==> src/sfe_pkg.sv <==
package sfe_pkg;

  // ==========================================================================
  // Bus geometry
  localparam int          SFE_ADDR_W       = 12;
  localparam int          SFE_IDX_W        = SFE_ADDR_W - 2;
  localparam logic [1:0]  SFE_RESP_OKAY    = 2'h0;
  localparam logic [1:0]  SFE_RESP_SLVERR  = 2'h2;

  // ==========================================================================
  // Register indices; byte address is four times the index
  localparam logic [9:0]  SFE_IDX_ORDER    = 10'h017;
  localparam logic [9:0]  SFE_IDX_TIMING   = 10'h039;
  localparam logic [9:0]  SFE_IDX_CFG_A    = 10'h042;
  localparam logic [9:0]  SFE_IDX_CFG_B    = 10'h044;
  localparam logic [9:0]  SFE_IDX_GAIN     = 10'h055;

  // ==========================================================================
  // Values after reset
  localparam logic [15:0] SFE_RST_ORDER    = 16'h0000;
  localparam logic [15:0] SFE_RST_TIMING   = 16'h22fc;
  localparam logic [15:0] SFE_RST_CFG_A    = 16'h1c38;
  localparam logic [15:0] SFE_RST_CFG_B    = 16'h1c00;
  localparam logic [15:0] SFE_RST_GAIN     = 16'h0000;
  localparam logic [3:0]  SFE_RST_ORDER_F  = 4'h0;
  localparam logic [4:0]  SFE_RST_WIDTH    = 5'h04;
  localparam logic [10:0] SFE_RST_OFFSET   = 11'h2fc;
  localparam logic [1:0]  SFE_RST_VREF     = 2'h3;

  // ==========================================================================
  // Field positions
  localparam int          SFE_WIDTH_MSB    = 15;
  localparam int          SFE_WIDTH_LSB    = 11;
  localparam int          SFE_OFFSET_MSB   = 10;
  localparam int          SFE_MODE_LSB     = 10;
  localparam int          SFE_BUF_GAIN_BIT = 9;
  localparam int          SFE_INT_BUF_BIT  = 7;
  localparam int          SFE_IND_EN_BIT   = 6;
  localparam int          SFE_VREF_LSB     = 4;
  localparam int          SFE_B2_GAIN_LSB  = 6;

  // ==========================================================================
  // Timing
  localparam int          SFE_CLK_PERIOD_NS = 100;
  localparam int          SFE_WIDTH_UNIT_NS = 1000;
  localparam logic [8:0]  SFE_WIDTH_CYC     = 9'(SFE_WIDTH_UNIT_NS / SFE_CLK_PERIOD_NS);

  function automatic logic sfe_idx_hit(input logic [SFE_IDX_W-1:0] idx);
    return (idx == SFE_IDX_ORDER) || (idx == SFE_IDX_TIMING) || (idx == SFE_IDX_CFG_A)
        || (idx == SFE_IDX_CFG_B) || (idx == SFE_IDX_GAIN);
  endfunction : sfe_idx_hit

  function automatic logic [15:0] sfe_merge(input logic [15:0] old_val,
                                            input logic [15:0] new_val,
                                            input logic [1:0]  strb);
    return {strb[1] ? new_val[15:8] : old_val[15:8], strb[0] ? new_val[7:0] : old_val[7:0]};
  endfunction : sfe_merge

endpackage : sfe_pkg

==> src/sfe_config_bank.sv <==
// Function
// - Four order bits, one per pulse, repeating
// - Zero normal, one reversed; reset zero
// - Window width bits 15:11, 1 us units
// - Window offset bits 10:0, 31.25 ns units
// - Bit 9 picks buffer gain 1 or 0.7
// - Bit 7 makes integrator a buffer
// - Bit 6 enables per-channel gain sources
// - Channels 2-4 gains at bits 5:0
// - Gain codes 200k,100k,50k,25k; reset zero
// - Second slot ch2 gain bits 7:6
// - Reference select bits 5:4, reset 3
// - Disabled individual gain: one field for all
//
// The AXI4-Lite slave port was chosen for this implementation.
`timescale 1ns/1ns
`default_nettype none
module sfe_config_bank
  import sfe_pkg::*;
(
  input  wire logic                  aclk,
  input  wire logic                  aresetn,
  input  wire logic [SFE_ADDR_W-1:0] s_axi_awaddr,
  input  wire logic                  s_axi_awvalid,
  output logic                       s_axi_awready,
  input  wire logic [31:0]           s_axi_wdata,
  input  wire logic [3:0]            s_axi_wstrb,
  input  wire logic                  s_axi_wvalid,
  output logic                       s_axi_wready,
  output logic [1:0]                 s_axi_bresp,
  output logic                       s_axi_bvalid,
  input  wire logic                  s_axi_bready,
  input  wire logic [SFE_ADDR_W-1:0] s_axi_araddr,
  input  wire logic                  s_axi_arvalid,
  output logic                       s_axi_arready,
  output logic [31:0]                s_axi_rdata,
  output logic [1:0]                 s_axi_rresp,
  output logic                       s_axi_rvalid,
  input  wire logic                  s_axi_rready,
  input  wire logic                  pulse_strobe,
  input  wire logic                  sequence_restart,
  output logic                       integration_reversed,
  output logic [1:0]                 pulse_index,
  output logic [3:0]                 pulse_polarity_order,
  output logic [4:0]                 window_width,
  output logic [8:0]                 window_width_cycles,
  output logic [10:0]                window_offset,
  output logic [5:0]                 front_end_mode_field,
  output logic                       buffer_gain_select,
  output logic                       integrator_bypass,
  output logic                       per_channel_gain_enable,
  output logic [1:0]                 reference_level_select,
  output logic [7:0]                 first_slot_gain,
  output logic [1:0]                 second_slot_ch2_gain,
  output logic                       second_slot_ch2_gain_apply
);

  logic                 wr_fire;
  logic [SFE_IDX_W-1:0] wr_idx;
  logic [15:0]          wr_data;
  logic [1:0]           wr_strb;
  logic                 wr_hit;
  logic [SFE_IDX_W-1:0] rd_idx;
  logic [15:0]          rd_data;
  logic                 rd_hit;
  logic [15:0]          reg_order;
  logic [15:0]          reg_timing;
  logic [15:0]          reg_cfg_a;
  logic [15:0]          reg_cfg_b;
  logic [15:0]          reg_gain;
  logic [7:0]           next_channel_gain;

  // ==========================================================================
  // Bus slave
  sfe_axil_slave u_bus (
    .aclk    (aclk),
    .aresetn (aresetn),
    .awaddr  (s_axi_awaddr),
    .awvalid (s_axi_awvalid),
    .awready (s_axi_awready),
    .wdata   (s_axi_wdata),
    .wstrb   (s_axi_wstrb),
    .wvalid  (s_axi_wvalid),
    .wready  (s_axi_wready),
    .bresp   (s_axi_bresp),
    .bvalid  (s_axi_bvalid),
    .bready  (s_axi_bready),
    .araddr  (s_axi_araddr),
    .arvalid (s_axi_arvalid),
    .arready (s_axi_arready),
    .rdata   (s_axi_rdata),
    .rresp   (s_axi_rresp),
    .rvalid  (s_axi_rvalid),
    .rready  (s_axi_rready),
    .wr_fire (wr_fire),
    .wr_idx  (wr_idx),
    .wr_data (wr_data),
    .wr_strb (wr_strb),
    .wr_hit  (wr_hit),
    .rd_idx  (rd_idx),
    .rd_data (rd_data),
    .rd_hit  (rd_hit)
  );

  assign wr_hit = sfe_idx_hit(wr_idx);
  assign rd_hit = sfe_idx_hit(rd_idx);

  // ==========================================================================
  // Register storage; reserved bits are kept so writes read back as given
  always_ff @(posedge aclk)
  begin
    if (!aresetn)
      reg_order <= SFE_RST_ORDER;
    else if (wr_fire && wr_idx == SFE_IDX_ORDER)
      reg_order <= sfe_merge(reg_order, wr_data, wr_strb);
  end

  always_ff @(posedge aclk)
  begin
    if (!aresetn)
      reg_timing <= SFE_RST_TIMING;
    else if (wr_fire && wr_idx == SFE_IDX_TIMING)
      reg_timing <= sfe_merge(reg_timing, wr_data, wr_strb);
  end

  always_ff @(posedge aclk)
  begin
    if (!aresetn)
      reg_cfg_a <= SFE_RST_CFG_A;
    else if (wr_fire && wr_idx == SFE_IDX_CFG_A)
      reg_cfg_a <= sfe_merge(reg_cfg_a, wr_data, wr_strb);
  end

  always_ff @(posedge aclk)
  begin
    if (!aresetn)
      reg_cfg_b <= SFE_RST_CFG_B;
    else if (wr_fire && wr_idx == SFE_IDX_CFG_B)
      reg_cfg_b <= sfe_merge(reg_cfg_b, wr_data, wr_strb);
  end

  always_ff @(posedge aclk)
  begin
    if (!aresetn)
      reg_gain <= SFE_RST_GAIN;
    else if (wr_fire && wr_idx == SFE_IDX_GAIN)
      reg_gain <= sfe_merge(reg_gain, wr_data, wr_strb);
  end

  // ==========================================================================
  // Read mux; unmapped words read zero with an error response
  always_comb
  begin
    if (rd_idx == SFE_IDX_ORDER)
      rd_data = reg_order;
    else if (rd_idx == SFE_IDX_TIMING)
      rd_data = reg_timing;
    else if (rd_idx == SFE_IDX_CFG_A)
      rd_data = reg_cfg_a;
    else if (rd_idx == SFE_IDX_CFG_B)
      rd_data = reg_cfg_b;
    else if (rd_idx == SFE_IDX_GAIN)
      rd_data = reg_gain;
    else
      rd_data = 16'h0000;
  end

  // ==========================================================================
  // Field outputs taken straight from the storage flops
  assign pulse_polarity_order    = reg_order[3:0];
  assign window_width            = reg_timing[SFE_WIDTH_MSB:SFE_WIDTH_LSB];
  assign window_offset           = reg_timing[SFE_OFFSET_MSB:0];
  assign front_end_mode_field    = reg_cfg_a[15:SFE_MODE_LSB];
  assign buffer_gain_select      = reg_cfg_a[SFE_BUF_GAIN_BIT];
  assign integrator_bypass       = reg_cfg_a[SFE_INT_BUF_BIT];
  assign per_channel_gain_enable = reg_cfg_a[SFE_IND_EN_BIT];
  assign reference_level_select  = reg_cfg_a[SFE_VREF_LSB+1:SFE_VREF_LSB];

  // Window width in clock cycles, for logic timing the window locally
  always_ff @(posedge aclk)
  begin
    if (!aresetn)
      window_width_cycles <= 9'(SFE_RST_WIDTH) * SFE_WIDTH_CYC;
    else
      window_width_cycles <= 9'(window_width) * SFE_WIDTH_CYC;
  end

  // ==========================================================================
  // Pulse polarity sequencing; index wraps after the fourth pulse
  always_ff @(posedge aclk)
  begin
    if (!aresetn)
    begin
      pulse_index          <= 2'h0;
      integration_reversed <= 1'b0;
    end
    else if (sequence_restart)
    begin
      pulse_index          <= 2'h0;
      integration_reversed <= 1'b0;
    end
    else if (pulse_strobe)
    begin
      integration_reversed <= reg_order[pulse_index];
      pulse_index          <= pulse_index + 2'h1;
    end
  end

  // ==========================================================================
  // Gain routing; outputs lag a register write by one cycle
  sfe_gain_route u_route (
    .ind_en            (reg_cfg_a[SFE_IND_EN_BIT]),
    .slot_gain_field   (reg_cfg_a[1:0]),
    .ch_gain_word      (reg_gain[5:0]),
    .next_channel_gain (next_channel_gain)
  );

  always_ff @(posedge aclk)
  begin
    if (!aresetn)
      first_slot_gain <= 8'h00;
    else
      first_slot_gain <= next_channel_gain;
  end

  always_ff @(posedge aclk)
  begin
    if (!aresetn)
    begin
      second_slot_ch2_gain       <= 2'h0;
      second_slot_ch2_gain_apply <= 1'b0;
    end
    else
    begin
      second_slot_ch2_gain       <= reg_gain[SFE_B2_GAIN_LSB+1:SFE_B2_GAIN_LSB];
      second_slot_ch2_gain_apply <= reg_cfg_b[SFE_IND_EN_BIT];
    end
  end
endmodule : sfe_config_bank
`default_nettype wire

==> src/sfe_axil_slave.sv <==
`timescale 1ns/1ns
`default_nettype none
module sfe_axil_slave
  import sfe_pkg::*;
(
  input  wire logic                  aclk,
  input  wire logic                  aresetn,
  input  wire logic [SFE_ADDR_W-1:0] awaddr,
  input  wire logic                  awvalid,
  output logic                       awready,
  input  wire logic [31:0]           wdata,
  input  wire logic [3:0]            wstrb,
  input  wire logic                  wvalid,
  output logic                       wready,
  output logic [1:0]                 bresp,
  output logic                       bvalid,
  input  wire logic                  bready,
  input  wire logic [SFE_ADDR_W-1:0] araddr,
  input  wire logic                  arvalid,
  output logic                       arready,
  output logic [31:0]                rdata,
  output logic [1:0]                 rresp,
  output logic                       rvalid,
  input  wire logic                  rready,
  output logic                       wr_fire,
  output logic [SFE_IDX_W-1:0]       wr_idx,
  output logic [15:0]                wr_data,
  output logic [1:0]                 wr_strb,
  input  wire logic                  wr_hit,
  output logic [SFE_IDX_W-1:0]       rd_idx,
  input  wire logic [15:0]           rd_data,
  input  wire logic                  rd_hit
);

  logic rd_pend;

  // ==========================================================================
  // Write path: address and data taken in either order
  assign wr_fire = !awready && !wready && !bvalid;

  always_ff @(posedge aclk)
  begin
    if (!aresetn)
    begin
      awready <= 1'b1;
      wready  <= 1'b1;
      bvalid  <= 1'b0;
      bresp   <= SFE_RESP_OKAY;
      wr_idx  <= '0;
      wr_data <= 16'h0000;
      wr_strb <= 2'h0;
    end
    else
    begin
      if (awvalid && awready)
      begin
        awready <= 1'b0;
        wr_idx  <= awaddr[SFE_ADDR_W-1:2];
      end
      if (wvalid && wready)
      begin
        wready  <= 1'b0;
        wr_data <= wdata[15:0];
        wr_strb <= wstrb[1:0];
      end
      if (wr_fire)
      begin
        bvalid <= 1'b1;
        bresp  <= wr_hit ? SFE_RESP_OKAY : SFE_RESP_SLVERR;
      end
      if (bvalid && bready)
      begin
        bvalid  <= 1'b0;
        awready <= 1'b1;
        wready  <= 1'b1;
      end
    end
  end

  // ==========================================================================
  // Read path
  always_ff @(posedge aclk)
  begin
    if (!aresetn)
    begin
      arready <= 1'b1;
      rvalid  <= 1'b0;
      rd_pend <= 1'b0;
      rd_idx  <= '0;
      rdata   <= 32'h00000000;
      rresp   <= SFE_RESP_OKAY;
    end
    else
    begin
      if (arvalid && arready)
      begin
        arready <= 1'b0;
        rd_idx  <= araddr[SFE_ADDR_W-1:2];
        rd_pend <= 1'b1;
      end
      if (rd_pend)
      begin
        rd_pend <= 1'b0;
        rvalid  <= 1'b1;
        rdata   <= {16'h0000, rd_data};
        rresp   <= rd_hit ? SFE_RESP_OKAY : SFE_RESP_SLVERR;
      end
      if (rvalid && rready)
      begin
        rvalid  <= 1'b0;
        arready <= 1'b1;
      end
    end
  end

endmodule : sfe_axil_slave
`default_nettype wire

==> src/sfe_gain_route.sv <==
`timescale 1ns/1ns
`default_nettype none
module sfe_gain_route
(
  input  wire logic       ind_en,
  input  wire logic [1:0] slot_gain_field,
  input  wire logic [5:0] ch_gain_word,
  output logic      [7:0] next_channel_gain
);

  // ==========================================================================
  // Channel 1 in bits 1:0, channel 4 in bits 7:6; codes pass unchanged
  always_comb
  begin
    if (ind_en)
      next_channel_gain = {ch_gain_word, slot_gain_field};
    else
      next_channel_gain = {4{slot_gain_field}};
  end

endmodule : sfe_gain_route
`default_nettype wire

==> config.mk <==
export PLATFORM = sky130hd
export DESIGN_NAME = sfe_config_bank
export DESIGN_NICKNAME = d
export VERILOG_FILES = /design/src/sfe_pkg.sv /design/src/sfe_config_bank.sv /design/src/sfe_axil_slave.sv /design/src/sfe_gain_route.sv
export SDC_FILE = /design/constraint.sdc
export NUM_CORES = 1
export LEC_CHECK = 0
export BUFFER_PORTS_ARGS = -buffer_cell sky130_fd_sc_hd__buf_2
export CORE_MARGIN = 4
export CORE_UTILIZATION = 40
export CTS_BUF_LIST = sky130_fd_sc_hd__clkbuf_8 sky130_fd_sc_hd__clkbuf_16
export CTS_CLUSTER_DIAMETER = 80
export DETAILED_ROUTE_END_ITERATION = 7
export GPL_TIMING_DRIVEN = 0
export PLACE_DENSITY = 0.69
export SETUP_SLACK_MARGIN = 0.2
export SLEW_MARGIN = 20
export SYNTH_ARGS = -nofsm -noshare
export SYNTH_HDL_FRONTEND = slang
export SYNTH_SLANG_ARGS = --single-unit
==> constraint.sdc <==
create_clock -name aclk -period 2.9 [get_ports aclk]
set_input_delay 0.435 -clock aclk [delete_from_list [all_inputs] [get_ports aclk]]
set_output_delay 0.435 -clock aclk [all_outputs]
set_load 0.005 [all_outputs]
======== Word level (Yosys, flattened, before mapping) ========
Index checks and enable logic that the tools add are counted.
word-level totals
  register bits ........................... 167
  input bits .............................. 69
  output and inout port bits .............. 95
  logic and storage cells ................. 92
cells by class
  $add $sub $neg .......................... 1
  multiply operators ...................... 1
  order comparisons ....................... 1
  equality and inequality tests ........... 10
  muxes and demuxes ....................... 11
  bitwise logic cells ..................... 1
  reduce and logical (&&, ||, !) cells .... 37
operators with widths
  cell                   number
  $mux W16               5
  $eq A10 B7 Y1 const B  6
  $eq A10 B5 Y1 const B  2
  $eq A10 B6 Y1 const B  2
  $reduce_and A2 Y1      10
  $logic_and A1 B1 Y1    12
  $logic_or A1 B1 Y1     8
  $mul A5 B3 Y8 const B  1
  $mux W8                1
  $reduce_or A2 Y1       4
  $lt A2 B5 Y1 const B   1
  $mux W2                2
  $logic_not A1 Y1       3
  $add A2 B1 Y2 const B  1
  $bmux W1 S2            1
  $mux W1                2
  $not A1 Y1             1

======== Longest topological paths before layout ========
  depth in word-level cells ............... 6
  mapped depth ............................ 7
  depth with buffers taken out ............ 6

======== Cells and area by module ========
From an unflattened synthesis, not the netlist that was laid out.
unflattened totals
  cell total of the unflattened synthesis .. 741
  area, all modules ....................... 7438.4 sq um
modules (own cells, without submodules)
  module           instances  cells each  area each (sq um)  seq. area each (sq um)
  sfe_config_bank  1          465         4662.0             2042.0
  sfe_axil_slave   1          267         2660.1             1241.2
  sfe_gain_route   1          9           116.4              0.0

======== Worst setup path before layout ========
OpenSTA, ideal clock, no wires.
  kind .................................... reg-to-reg
  start point ............................. register u_bus.rd_idx[9]
  end point ............................... register u_bus.rdata[6]
  library setup time ...................... 0.120 ns
  arrival ................................. 1.863 ns
  data required time ...................... 2.780 ns
  setup slack ............................. 0.917 ns
  stages on the path, launching flop included .. 7
  path buffers ............................ 1
  clock period less this slack ............ 1.983 ns
  cell sequence ........................... dfxtp_1 or4b_4 or3_4 buf_6 o21ai_2 a2111oi_1 a211o_1
on the way
  cells in the longest elaborated chain, start to end .. 6
  elaborated cells between the ends (all ways) .. 10
  those cells by class .................... eq/ne (5); mux (5)
ends and longest elaborated chain
  item                      line                    RTL
  start: declaration        sfe_axil_slave.sv:30    output logic [SFE_IDX_W-1:0] rd_idx,
  start signal: assignment  sfe_axil_slave.sv:98    rd_idx <= araddr[SFE_ADDR_W-1:2];
  $eq A10 B7 Y1             sfe_config_bank.sv:162  else if (rd_idx == SFE_IDX_GAIN)
  $mux W16                  sfe_config_bank.sv:162
  $mux W16                  sfe_config_bank.sv:160  else if (rd_idx == SFE_IDX_CFG_B)
  $mux W16                  sfe_config_bank.sv:158  else if (rd_idx == SFE_IDX_CFG_A)
  $mux W16                  sfe_config_bank.sv:156  else if (rd_idx == SFE_IDX_TIMING)
  $mux W16 *                sfe_config_bank.sv:154  if (rd_idx == SFE_IDX_ORDER)
  end signal: assignment    sfe_axil_slave.sv:105   rdata <= {16'h0000, rd_data};
  end: declaration          sfe_axil_slave.sv:21    output logic [31:0] rdata,
Every way passes the cells marked *; elsewhere a longest branch is shown, timed or not.
A chain may end at the register's enable or synchronous reset.

======== Final worst setup path ========
  start point ............................. register u_bus.rd_idx[0]
  end point ............................... register u_bus.rresp[1]
on the way
  cells in the longest elaborated chain, start to end .. 6
  elaborated cells between the ends (all ways) .. 10
  those cells by class .................... eq/ne (5); mux (1); reduce/logical (4)
ends and longest elaborated chain
  item                                            line                   RTL
  $eq A10 B5 Y1 or $eq A10 B6 Y1 (tied branches)  sfe_pkg.sv:49          return (idx == SFE_IDX_ORDER) || (idx == SFE_IDX_TIMING) || (idx == SFE_IDX_CFG_A)
  $logic_or A1 B1 Y1 (2 in series)                sfe_pkg.sv:49
  $logic_or A1 B1 Y1                              sfe_pkg.sv:50          || (idx == SFE_IDX_CFG_B) || (idx == SFE_IDX_GAIN);
  $logic_or A1 B1 Y1 *                            sfe_pkg.sv:50
  $mux W2 *                                       sfe_axil_slave.sv:106  rresp <= rd_hit ? SFE_RESP_OKAY : SFE_RESP_SLVERR;
  end signal: assignment                          sfe_axil_slave.sv:106
  end: declaration                                sfe_axil_slave.sv:22   output logic [1:0] rresp,
Marks and branches as above.

==> metrics.md <==
| Metric | Value |
|---|---|
| Fin crit share | 0.8338 |
| GRT Total Usage | 0.2077 |
| MaxCap Viol Count | 0 |
| Slowest cell on crit path | nor3b_2 |
| Setup CP Type | register to register |
| PwrDens | between 500 and 600 mW/mm^2 |
| Post-Route WL | around 21000 um |
| Async S/R FF share, synth | 0 |
| Residual DRC | 0 |
| Rel. slew slack | 0.3725 |
| Setup_tns | 0 ns |
| Leakage | 3.853 nW |
| Gate power share | 0.058 |
| Sw Pwr | between 1 and 1.5 mW |
| Syn Area/Cell | 9.044 um^2 |
| Crit path required time | approximately 3.2 ns |
| Bufs and invs on worst path | 1 |
| CTS buffer count | 17 |
| TritonRoute pass-1 iters | 5 |
| Flop and latch count out of synthesis | about 160 |
| Port Buffers | 122 |
| Clock Tree Root | clkbuf_16 |
| Critical Path Start Type | register |
| Avg WL per Cell | roughly 18 um |
| Max FO, Critical Path | 10 |
| Final setup vio count | 0 |
| FMAX | about 0.41 GHz |
| R2R setup slack | just under 0.5 ns |
| Clk Latency, worst-skew pair | ~0.43 ns |
| VDD IR max | around 0.00051 V |
| Antenna violations before repair | 0 |
| CTS tree | done |
| Post-synth top cells | nand2_1 (169), dfxtp_1 (164), a21boi_0 (66), nor2b_1 (46), mux2i_1 (41) |
| Hold_sp | s_axi_wvalid |
| Hold buffers post-CTS | 0 |
| Synth Flop Type | dfxtp_1 |
| Post-Syn Area | approximately 0.0072 mm^2 |
| Die area | about 0.020 mm^2 |
| Iter 0 DRT Violations | 399 |
| Hpwl dp | 15460 um |
| Starting Density | 0.4113 |
| Die Width | 141.8 um |
| Die height | roughly 140 um |
| Worst slew pin tran | ~0.93 ns |
| Final GP Congestion | slightly below 0.9 |
| Worst-path cell chain | and2_1 -> clkbuf_1 -> nor3b_2 -> o21ai_1 -> a32o_1 |
| Final #Nets | 1027 |
| Post-CTS sizing | 0 |
| Reg2reg end | u_bus.rresp[1] |
| RSZ-0062 raised after global routing | false |
| Reg2reg path depth | 5 |
| TritonCTS Sinks | approximately 160 |
| Largest net degree at the start of global routing | 17 |
| Clock period minus worst slack | 2.418 ns |
| Row count | 48 |
| Clock transition at path regs | about 0.070 ns |
| # diodes | 0 |
| Crit-path leading delay family | compound AO/OA/AOI/OAI gates |
| Share of the synthesized area in the top cell type | 0.4583 |
| Vias per inst | approximately 5.2 |
| Worst r2r src | u_bus.rd_idx[0] |
| Top Ports | around 160 |
| Area delta synth->final | 22.22% |
| Reg power frac | 0.465 |
| Endpoints failing hold | 0 |
| Clk pwr share | 0.477 |
| Sw Ratio | 0.2342 |
| Layout Cells excl Fill | between 1000 and 1500 |
| Vias | around 6100 |
| First-pass GRT wire length | about 32000 um |
| Slew Limit Fails | 0 |
| Post-CTS Setup Bufs | 0 |
| Most instantiated library cell after synthesis | nand2_1 |
| Post-Syn Instances | about 790 |
| Crit end category | register |
| Fin Clk Skew | between 0.008 and 0.009 ns |
| Synth area leader | dfxtp_1 |
| H-tree levels | 4 |
| Cells on Worst Hold Path | 2 |
| Warnings, synthesis | 0 |
| Post-synth EDFFs | 0 |
| Congestion Overflow GR | 0 |
| Ratio of cells with drive above 1 in the final layout | 0.2189 |
| Vias in the first global route | between 5000 and 6000 |
| Cell variety after synth | between 50 and 60 |
| CP arrival | between 2 and 3 ns |
| Dpl cells | about 1200 |
| Routed Antenna Nets | 0 |
| Clock Tree Buf Depth | 2 |
| Hold Crit Endpoint | u_bus.wready |
| Seq/Total Area, Yosys | 0.4583 |
| Status | completed |
| Cell-internal power | 3.865 mW |
| Synth area leaders | dfxtp_1 (46%), nand2_1 (8.9%), a21boi_0 (6.9%) |
| Hold Crit Class | primary input to register |
| Crit-path max cell delay | 0.53 ns |
| Core ar. | ~0.017 mm^2 |
-- routing by layer --
metal  vias up  GRT usage  wire (um)
li1       3015          -          -
met1      2862     0.2682       9092
met2       227     0.3333       9874
met3        44    0.04584       1485
met4         0    0.09242        558
met5         -          0          0
-- flip-flops by register name, summed over array words and instances, names as in the netlist, 2 cells and up --
signal and cells:
u_bus.rd_idx 10, u_bus.rdata 16, reg_gain 16, u_bus.wr_data 16, reg_order 16, second_slot_ch2_gain 2
u_bus.wr_idx 10, reg_cfg_b 16, u_bus.wr_strb 2, first_slot_gain 8, pulse_index 2, reg_cfg_a 16
window_width_cycles 8, reg_timing 16
-- worst reg2reg max path: cells and delay by family, from the launching register on --
| family | cells | cell delay, ns |
|---|---|---|
| AOI/OAI and AO/OA | 2 | 0.86 |
| and+or+nand+nor | 2 | 0.67 |
| buffers and inverters | 1 | 0.38 |
| DFF | 1 | 0.40 |
-- power by group through the flow --
stage | combinational, mW | clock [mW] | sequential (mW)
after CTS | 0.293 | 2.42 | 2.35
after floorplan | 0.183 | 0 | 2.38
after global routing | 0.323 | 2.52 | 2.35
after detailed placement | 0.292 | 0 | 2.40
after global placement | 0.289 | 0 | 2.39
final | 0.294 | 2.41 | 2.35
-- placed cells by master, fill, tap and decap left out, types with 3 or more instances in the layout --
master,instances
a2111oi_0,3
a2111oi_1,3
a211o_1,6
a21boi_0,66
a21boi_1,4
a21oi_1,24
a22o_1,15
a22oi_1,9
a31oi_1,8
and2_1,17
buf_2,125
buf_4,31
bufinv_16,4
clkbuf_1,32
clkbuf_16,17
clkinv_4,5
conb_1,19
dfxtp_1,164
ha_1,6
inv_1,13
mux2i_1,41
nand2_1,169
nand2b_1,3
nand3_1,15
nand4bb_1,3
nor2_1,18
nor2b_1,46
nor3_2,6
o211ai_1,7
o21ai_0,15
o21ai_1,7
o22ai_1,8
or3_1,5
-- metrics by stage --
stage	area, um^2	power (mW)	hold WS [ns]	util	setup slack (ns)
floorplan	7231	2.561	0.4304	-	0.9174
global route	8755	5.196	0.2115	0.5027	0.3128
detailed placement	8123	2.688	0.4461	0.4664	0.5252
global placement	8123	2.684	0.4375	0.4664	0.5303
CTS	8755	5.061	0.2009	0.5027	0.5340
finish	8755	5.047	0.2171	0.5027	0.4819
-- area by class of cell --
| type | count | area (um^2) |
|---|---|---|
| plain buffers | 70 | 397.9 |
| clock inverters | 15 | 206.4 |
| flip-flops and latches | 164 | 3283 |
| inverters | 13 | 48.80 |
| well taps | 225 | 281.5 |
| fillers | 1722 | 8662 |
| clock buffers | 17 | 425.4 |
| multi-input cells | 563 | 3501 |
| repair buffers | 122 | 610.6 |
-- kinds of logic after synthesis --
| family | count (synthesis) | synth area share |
|---|---|---|
| simple gates | 302 | 0.2136 |
| compound gates | 190 | 0.1878 |
| flops | 164 | 0.4583 |
| buf+inv | 83 | 0.06236 |
| mux | 42 | 0.06044 |
| fa+ha+maj | 7 | 0.01327 |
| xor+xnor | 3 | 0.003669 |
| other cells | 1 | 0.0005235 |
-- how the worst max path moves through the flow --
stage / slack [ns] / cells after the start / start / to
2_1_floorplan: 0.92 / 6 / u_bus.rd_idx[9] / u_bus.rdata[6]
3_3_place_gp: 0.53 / 5 / u_bus.rd_idx[0] / u_bus.rresp[1]
3_5_place_dp: 0.53 / 7 / aresetn / u_bus.rdata[15]
4_1_cts: 0.53 / 5 / u_bus.rd_idx[0] / u_bus.rresp[1]
5_1_grt: 0.31 / 6 / u_bus.wr_idx[6] / reg_cfg_a[11]
6_report: 0.48 / 5 / u_bus.rd_idx[0] / u_bus.rresp[1]
Note: power is estimated with default switching activity, not from simulation.
